**src/hw/pad_input_pkg.sv**
```systemverilog
// constants, field layout and types for the pad input register path
package pad_input_pkg;

    // ------------------------------------------------------------------
    // register port geometry
    // ------------------------------------------------------------------
    localparam int          ADDR_W      = 4;      // register address width
    localparam int          DATA_W      = 32;     // register data width
    localparam logic [3:0]  CFG_OFS     = 4'h0;   // configuration word
    localparam logic [3:0]  STAT_OFS    = 4'h4;   // status word

    // ------------------------------------------------------------------
    // configuration word fields (bit positions)
    // ------------------------------------------------------------------
    localparam int CFG_PATH_A_REG   = 0;   // path a carries stored value
    localparam int CFG_PATH_B_REG   = 1;   // path b carries stored value
    localparam int CFG_LATCH_MODE   = 2;   // 1: level latch, 0: edge flop
    localparam int CFG_CLK_INV      = 3;   // invert element clock
    localparam int CFG_CE_USE_IN    = 4;   // enable wired to input element
    localparam int CFG_CE_USE_OUT   = 5;   // enable wired to output element
    localparam int CFG_INIT_SET     = 6;   // 1: set value, 0: reset value
    localparam int CFG_EXT_VARIANT  = 7;   // 1: two-tap delay cell
    localparam int CFG_PARTIAL_DLY  = 8;   // partial delay option
    localparam int CFG_BYPASS_DLY   = 9;   // bypass delay option
    localparam int CFG_USED_W       = 10;  // implemented config bits

    localparam logic [31:0] CFG_RST = 32'h0000_0000; // reset value, flop, full delay

    // ------------------------------------------------------------------
    // status word fields (bit positions)
    // ------------------------------------------------------------------
    localparam int STAT_Q           = 0;   // stored value
    localparam int STAT_EFF_CLK     = 1;   // element clock after inversion
    localparam int STAT_CE_EFF      = 2;   // enable seen by input element
    localparam int STAT_TAP_LO      = 3;   // resolved delay tap, 2 bits
    localparam int STAT_GSR         = 5;   // global set/reset level

    // ------------------------------------------------------------------
    // delay tap choice
    // ------------------------------------------------------------------
    typedef enum logic [1:0] {
        TAP_FULL,
        TAP_PARTIAL,
        TAP_NONE
    } delay_tap_t;

endpackage : pad_input_pkg

```
**src/hw/pad_input_register_path.sv**
```systemverilog
// input side of a configurable i/o cell: pad to two inward paths
//
// Our own choices: the placing of the registers and the address-and-strobe port.
`timescale 1ns/10ps

// Functional notes
// RULE_01: each path selects direct or stored value
// RULE_02: element is flip-flop or level latch
// RULE_03: flop captures rising edge, inversion selectable
// RULE_04: latch transparent while clock high, invertible
// RULE_05: one enable shared, per element use
// RULE_06: enable active high, unconnected means enabled
// RULE_07: no inversion of the shared enable
// RULE_08: set/reset forces configured value, reset default
// RULE_09: small cell: one tap, inserted by default
// RULE_10: extended cell: full, partial or none
// RULE_11: no option given means maximum delay
// RULE_12: delay is a static tap selection
module pad_input_register_path
    import pad_input_pkg::*;
#(
    parameter int ADDR_WIDTH = ADDR_W      // register address width
) (
    input  wire logic                  sys_clk_i,              // system clock
    input  wire logic                  reset_n_i,              // async reset, low
    input  wire logic                  pad_i,                  // pad level
    input  wire logic                  elem_clk_i,             // element clock
    input  wire logic                  storage_clock_enable_i, // shared enable
    input  wire logic                  global_set_reset_i,     // global set/reset
    input  wire logic [ADDR_WIDTH-1:0] reg_addr_i,             // register address
    input  wire logic [DATA_W-1:0]     reg_wdata_i,            // write data
    input  wire logic                  reg_wr_i,               // write strobe
    input  wire logic                  reg_rd_i,               // read strobe
    output logic      [DATA_W-1:0]     reg_rdata_o,            // read data
    output logic                       inward_path_a_o,        // first inward path
    output logic                       inward_path_b_o,        // second inward path
    output logic                       out_ce_gate_o,          // enable to out element
    output logic      [1:0]            delay_tap_o             // resolved delay tap
);

    // ------------------------------------------------------------------
    // elaboration check
    // ------------------------------------------------------------------
    if (ADDR_WIDTH < 3 || ADDR_WIDTH > 16) begin : g_bad_addr
        $error("address width must lie between 3 and 16");
    end

    // the configuration bits must fit inside one data word
    if (CFG_USED_W > DATA_W) begin : g_bad_cfg
        $error("configuration bits do not fit the data word");
    end

    // ------------------------------------------------------------------
    // functions
    // ------------------------------------------------------------------
    // pick the delay tap from the variant and the two options
    // one decode feeds both the tap output stage and the status word
    function automatic delay_tap_t resolve_tap(input logic ext, input logic partial,
                                               input logic bypass);
        delay_tap_t tap;
        tap = TAP_FULL;
        if (bypass) begin
            tap = TAP_NONE;
        end else if (ext && partial) begin
            tap = TAP_PARTIAL;
        end else begin
            tap = TAP_FULL;
        end
        return tap;
    endfunction : resolve_tap

    // ------------------------------------------------------------------
    // state
    // ------------------------------------------------------------------
    logic [CFG_USED_W-1:0] cfg_ff;        // configuration bits
    logic                  q_ff;          // storage element value
    logic                  eff_clk_ff;    // last effective clock level
    logic                  path_a_ff;     // path a output stage
    logic                  path_b_ff;     // path b output stage
    logic                  ce_out_ff;     // enable to output element
    logic [1:0]            tap_ff;        // resolved tap output stage
    logic [DATA_W-1:0]     rdata_ff;      // read data stage

    // ------------------------------------------------------------------
    // configuration decode
    // ------------------------------------------------------------------
    wire        sel_a_reg   = cfg_ff[CFG_PATH_A_REG];   // path a stored
    wire        sel_b_reg   = cfg_ff[CFG_PATH_B_REG];   // path b stored
    wire        latch_mode  = cfg_ff[CFG_LATCH_MODE];   // latch form
    wire        clk_inv     = cfg_ff[CFG_CLK_INV];      // clock inverted
    wire        ce_use_in   = cfg_ff[CFG_CE_USE_IN];    // input uses enable
    wire        ce_use_out  = cfg_ff[CFG_CE_USE_OUT];   // output uses enable
    wire        init_set    = cfg_ff[CFG_INIT_SET];     // set instead of reset
    wire        ext_variant = cfg_ff[CFG_EXT_VARIANT];  // two-tap cell
    wire        opt_partial = cfg_ff[CFG_PARTIAL_DLY];  // partial option
    wire        opt_bypass  = cfg_ff[CFG_BYPASS_DLY];   // bypass option

    // ------------------------------------------------------------------
    // delay tap selection
    // ------------------------------------------------------------------
    // the delay is analog; every tap carries the same sampled level
    // bypass wins over partial; partial needs the extended cell
    wire        tap_full    = pad_i;                    // full delay tap
    wire        tap_partial = pad_i;                    // partial delay tap
    wire        tap_none    = pad_i;                    // undelayed tap
    delay_tap_t tap_sel;                                // chosen tap
    wire        tap_data;                               // data after delay

    assign tap_sel  = resolve_tap(ext_variant, opt_partial, opt_bypass); // [RULE_09] [RULE_10] [RULE_11]
    assign tap_data = (tap_sel == TAP_NONE)    ? tap_none :
                      (tap_sel == TAP_PARTIAL) ? tap_partial : tap_full; // [RULE_12]

    // ------------------------------------------------------------------
    // storage element
    // ------------------------------------------------------------------
    // enable taken as high when not wired in; never inverted
    wire ce_eff    = ce_use_in ? storage_clock_enable_i : 1'b1; // [RULE_06] [RULE_07]
    wire eff_clk   = elem_clk_i ^ clk_inv;                      // [RULE_03] [RULE_04]
    // edges are found against last cycle's level, so one clock change per
    // system cycle is the fastest the element follows; flipping the
    // inversion bit flips eff_clk too and can read as one edge
    wire clk_rise  = eff_clk & ~eff_clk_ff;                     // effective rising edge
    wire load      = latch_mode ? eff_clk : clk_rise;           // [RULE_02]
    wire init_val  = init_set;                                  // set or reset value
    wire nxt_q     = global_set_reset_i ? init_val :            // [RULE_08]
                     (ce_eff & load)    ? tap_data : q_ff;      // [RULE_06]

    // ------------------------------------------------------------------
    // inward paths and shared enable
    // ------------------------------------------------------------------
    wire nxt_path_a = sel_a_reg ? nxt_q : tap_data;               // [RULE_01]
    wire nxt_path_b = sel_b_reg ? nxt_q : tap_data;               // [RULE_01]
    wire nxt_ce_out = ce_use_out ? storage_clock_enable_i : 1'b1; // [RULE_05]

    // ------------------------------------------------------------------
    // register port decode
    // ------------------------------------------------------------------
    wire hit_cfg  = (reg_addr_i == ADDR_WIDTH'(CFG_OFS));   // config selected
    wire hit_stat = (reg_addr_i == ADDR_WIDTH'(STAT_OFS));  // status selected
    logic [DATA_W-1:0] stat_word;                           // live status
    logic [DATA_W-1:0] nxt_rdata;                           // read mux

    // status word assembled from live element state
    always_comb begin
        stat_word                        = '0;
        stat_word[STAT_Q]                = q_ff;
        stat_word[STAT_EFF_CLK]          = eff_clk;
        stat_word[STAT_CE_EFF]           = ce_eff;
        stat_word[STAT_TAP_LO +: 2]      = tap_sel;
        stat_word[STAT_GSR]              = global_set_reset_i;
    end

    // unmapped addresses and idle cycles read as zero
    always_comb begin
        nxt_rdata = '0;
        if (reg_rd_i && hit_cfg) begin
            nxt_rdata[CFG_USED_W-1:0] = cfg_ff;
        end else if (reg_rd_i && hit_stat) begin
            nxt_rdata = stat_word;
        end else begin
            nxt_rdata = '0;
        end
    end

    // ------------------------------------------------------------------
    // configuration register
    // ------------------------------------------------------------------
    // writes to the status or unmapped offsets fall through and are lost
    always_ff @(posedge sys_clk_i or negedge reset_n_i) begin
        if (!reset_n_i) begin
            cfg_ff <= CFG_RST[CFG_USED_W-1:0];
        end else if (reg_wr_i && hit_cfg) begin
            cfg_ff <= reg_wdata_i[CFG_USED_W-1:0];
        end
    end

    // ------------------------------------------------------------------
    // element state; power-up gives the reset value
    // ------------------------------------------------------------------
    always_ff @(posedge sys_clk_i or negedge reset_n_i) begin
        if (!reset_n_i) begin
            q_ff       <= 1'b0;       // [RULE_08]
            eff_clk_ff <= 1'b0;
        end else begin
            q_ff       <= nxt_q;
            eff_clk_ff <= eff_clk;
        end
    end

    // ------------------------------------------------------------------
    // output stages
    // ------------------------------------------------------------------
    // every top-level output leaves through one of these flops
    always_ff @(posedge sys_clk_i or negedge reset_n_i) begin
        if (!reset_n_i) begin
            path_a_ff <= 1'b0;
            path_b_ff <= 1'b0;
            ce_out_ff <= 1'b1;
            tap_ff    <= TAP_FULL;
            rdata_ff  <= '0;
        end else begin
            path_a_ff <= nxt_path_a;
            path_b_ff <= nxt_path_b;
            ce_out_ff <= nxt_ce_out;
            tap_ff    <= tap_sel;
            rdata_ff  <= nxt_rdata;
        end
    end

    assign inward_path_a_o = path_a_ff;
    assign inward_path_b_o = path_b_ff;
    assign out_ce_gate_o   = ce_out_ff;
    assign delay_tap_o     = tap_ff;
    assign reg_rdata_o     = rdata_ff;
endmodule : pad_input_register_path

```
**config.mk**
```make
export PLATFORM = sky130hd
export DESIGN_NAME = pad_input_register_path
export DESIGN_NICKNAME = d
export VERILOG_FILES = /design/src/hw/pad_input_pkg.sv /design/src/hw/pad_input_register_path.sv
export SDC_FILE = /design/constraint.sdc
export NUM_CORES = 1
export LEC_CHECK = 0
export ABC_AREA = 1
export BUFFER_PORTS_ARGS = -buffer_cell sky130_fd_sc_hd__buf_2
export CAP_MARGIN = 20
export CORE_MARGIN = 2
export CORE_UTILIZATION = 36
export CTS_BUF_LIST = sky130_fd_sc_hd__clkbuf_8 sky130_fd_sc_hd__clkbuf_16
export CTS_CLUSTER_SIZE = 14
export DETAILED_ROUTE_END_ITERATION = 8
export PLACE_DENSITY_LB_ADDON = 0.05
export REMOVE_ABC_BUFFERS = 1
export SKIP_LAST_GASP = 1
export SYNTH_ARGS = -nofsm -noshare
export SYNTH_HDL_FRONTEND = slang
export SYNTH_SLANG_ARGS = --single-unit
```
**constraint.sdc**
```tcl
create_clock -name sys_clk_i -period 1.4 [get_ports sys_clk_i]
set_clock_uncertainty 0.05 [all_clocks]
set_input_delay 0.28 -clock sys_clk_i [delete_from_list [all_inputs] [get_ports sys_clk_i]]
set_output_delay 0.28 -clock sys_clk_i [all_outputs]
set_load 0.01 [all_outputs]
```
==> results_dict.tcl <==
set metrics [dict create \
    cp.arrival_ps 900 \
    maxCapViolCount 0 \
    ir_worst_vdd_mv 0.4179 \
    drv_slew 0 \
    synthTopCellsByCount "dfrtp_1 (26), buf_4 (23), inv_1 (18), nand2_1 (15), nor2_1 (15)" \
    slowest_delay_ps 520 \
    fmax_mhz 815.4 \
    crit_chain "buf_2" \
    dp_hpwl_microns 1558 \
    hp-start "storage_clock_enable_i" \
    cp_max_fo 1 \
    r2r_start "cfg_ff[3]$_DFFE_PN0P_" \
    synth_seq_cells 27 \
    power.density_nw_per_um2 1172 \
    postCtsSetupBuffers 0 \
    cellLeakagePower_uw 0.0008380 \
    end_kind "output port" \
    crit_start "out_ce_gate_o$_DFF_PN1_" \
    yosysUniqueCellTypes 18 \
    routed_wl_microns 2070 \
    cts.repair.resized 0 \
    clk_latency_ps 260 \
    cts_max_level 1 \
    area_delta_synth_final_pct 16.04 \
    path_buf_inv 1 \
    io_buffers 36 \
    track_usage_pct 11.12 \
    drtIter0Drc 27 \
    total_power_uw 1665 \
    synth_cells 127 \
    wire_per_inst_microns 9.764 \
    worst-setup-path-type "reg -> out" \
    min_delay_worst_endpoint "out_ce_gate_o$_DFF_PN1_" \
    yosysTopAreaCellShare_pct 53.12 \
    antenna_found_initial 0 \
    grt_pass1_vias 790 \
    grt_max_degree 28 \
    viasPerCell 3.953 \
    hp-class "in -> reg" \
    synthTopCellsByArea "dfrtp_1 (53%), buf_4 (14%), inv_1 (5.5%)" \
    yosysTopAreaCell "dfrtp_1" \
    finalSetupTns_ps 0 \
    clk_path_buf_depth 2 \
    hold-path-cell-count 3 \
    synth_area_per_cell_sq_um 9.645 \
    tightest_slew_ps 582.5 \
    boundaryPins 81 \
    numClockSinks 27 \
    yosys_warnings 0 \
    setup_violations 0 \
    syn_area_sq_um 1225 \
    synth_edf_count 0 \
    dr.pass1.iters 3 \
    worst-r2r-cell-count 8 \
    cts_made_buffers 3 \
    vias 838 \
    grt_pass1_wl_microns 3436 \
    nNetsFinal 211 \
    cts_tree "done" \
    dieArea_sq_um 3885 \
    clkTransAtPathRegs_ps 90 \
    path_delay_family "flip-flops" \
    grt_overflow 0 \
    root_buffer "clkbuf_8" \
    period_needed_ps 1226 \
    start_util_pct 37.00 \
    drive_gt1_share_pct 31.33 \
    synthFlopType "dfrtp_1" \
    ys_seq_area_share_pct 55.26 \
    status "finished clean" \
    rr_endpoint "inward_path_b_o$_DFF_PN0_" \
    die_w_microns 62.33 \
    r2r_slack_ps 280 \
    cp.depth 1 \
    rows 21 \
    rsz0062_at_grt "false" \
    place_inst 207 \
    antenna_left 0 \
    drc 0 \
    synth_most_common_cell "dfrtp_1" \
    cp-start-kind "flip-flop" \
    max_slew_margin_pct 61.17 \
    hold_violations 0 \
    instances_no_fill 212 \
    synthArstFlopShare_pct 100.0 \
    period_share_pct 87.60 \
    cp_slowest_cell "dfstp_2" \
    gp_congestion 0.6967 \
    die_h_microns 62.33 \
    worstPathRequired_ps 1070 \
    core_sq_um 3311 \
    num_antenna_cells 0 \
]
==> placed cells by master (no fill, tap or decap), types with 2 or more instances in the layout <==
cell type	netlist	final
nand3_1	2	2
nand2_2	3	3
dfrtp_1	26	26
clkbuf_8	0	3
inv_1	18	18
conb_1	1	22
nor2_1	15	15
a21oi_1	10	10
o22ai_1	5	5
nand3_2	2	2
nand2_1	15	15
buf_2	0	36
==> metrics by stage <==
stage	hold WS [ps]	setup WS [ps]	area [sq um]	util, %
floorplan	-65.59	202.9	1120	-
global placement	266.6	259.1	1365	41.23
detailed placement	268.5	238.0	1365	41.23
CTS	151.8	161.1	1421	42.93
global route	180.6	138.0	1421	42.93
finish	158.3	173.6	1421	42.93
==> worst max path at each step <==
stage                                        to  slack (ps)
after floorplan           cfg_ff[0]$_DFFE_PN0P_         200
after global placement    cfg_ff[5]$_DFFE_PN0P_         260
after detailed placement  cfg_ff[5]$_DFFE_PN0P_         240
after CTS                         out_ce_gate_o         160
after global routing              out_ce_gate_o         140
final                             out_ce_gate_o         170
==> timing repair <==
item,in CTS,in global routing
endpoints found under the setup margin,0,0
endpoints found under the hold margin,26,0
hold buffers,1,0
==> flip-flops by register name, summed over array words and instances (netlist names) <==
name / flops
out_ce_gate_o: 1
delay_tap_o: 2
inward_path_b_o: 1
eff_clk_ff: 1
inward_path_a_o: 1
q_ff: 1
reg_rdata_o: 10
cfg_ff: 10
==> layer usage <==
metal / vias to the layer above / GRT usage [%] / wire length (microns)
li1: 423 / - / -
met1: 377 / 13.62 / 862
met2: 36 / 19.43 / 1031
met3: 2 / 2.717 / 162
met4: 0 / 3.333 / 13
met5: - / 0 / 0
==> cells by family (layout without fill, tap and decap cells) <==
family	after synthesis	count (layout)	share of synthesized area (%)
AOI/OAI and AO/OA	16	16	7.968
and+or+nand+nor	40	40	15.63
other	1	22	0.3061
DFF	27	27	55.26
buffers and inverters	43	61	20.84
==> tightest hold or removal path, stage by stage <==
cell,delay (ps)
buf_2,70
inv_1,40
nand2_1,50
==> cell type report <==
class	instances	area, sq um
Timing Repair Buffer	38	197.7
Sequential cell	27	676.9
Fill cell	350	1889
Tap cell	46	57.56
Clock buffer	3	41.29
Clock inverter	1	5.005
Inverter	19	71.32
Multi-Input combinational cell	78	371.6
==> power breakdown <==
group          internal (uW)  leakage [uW]  switching, uW
Clock                    199     0.0000255            223
Sequential               887      0.000324           40.6
Combinational            113      0.000488            203
Total                   1200      0.000838            467
Note: power is estimated with default switching activity, not from simulation.
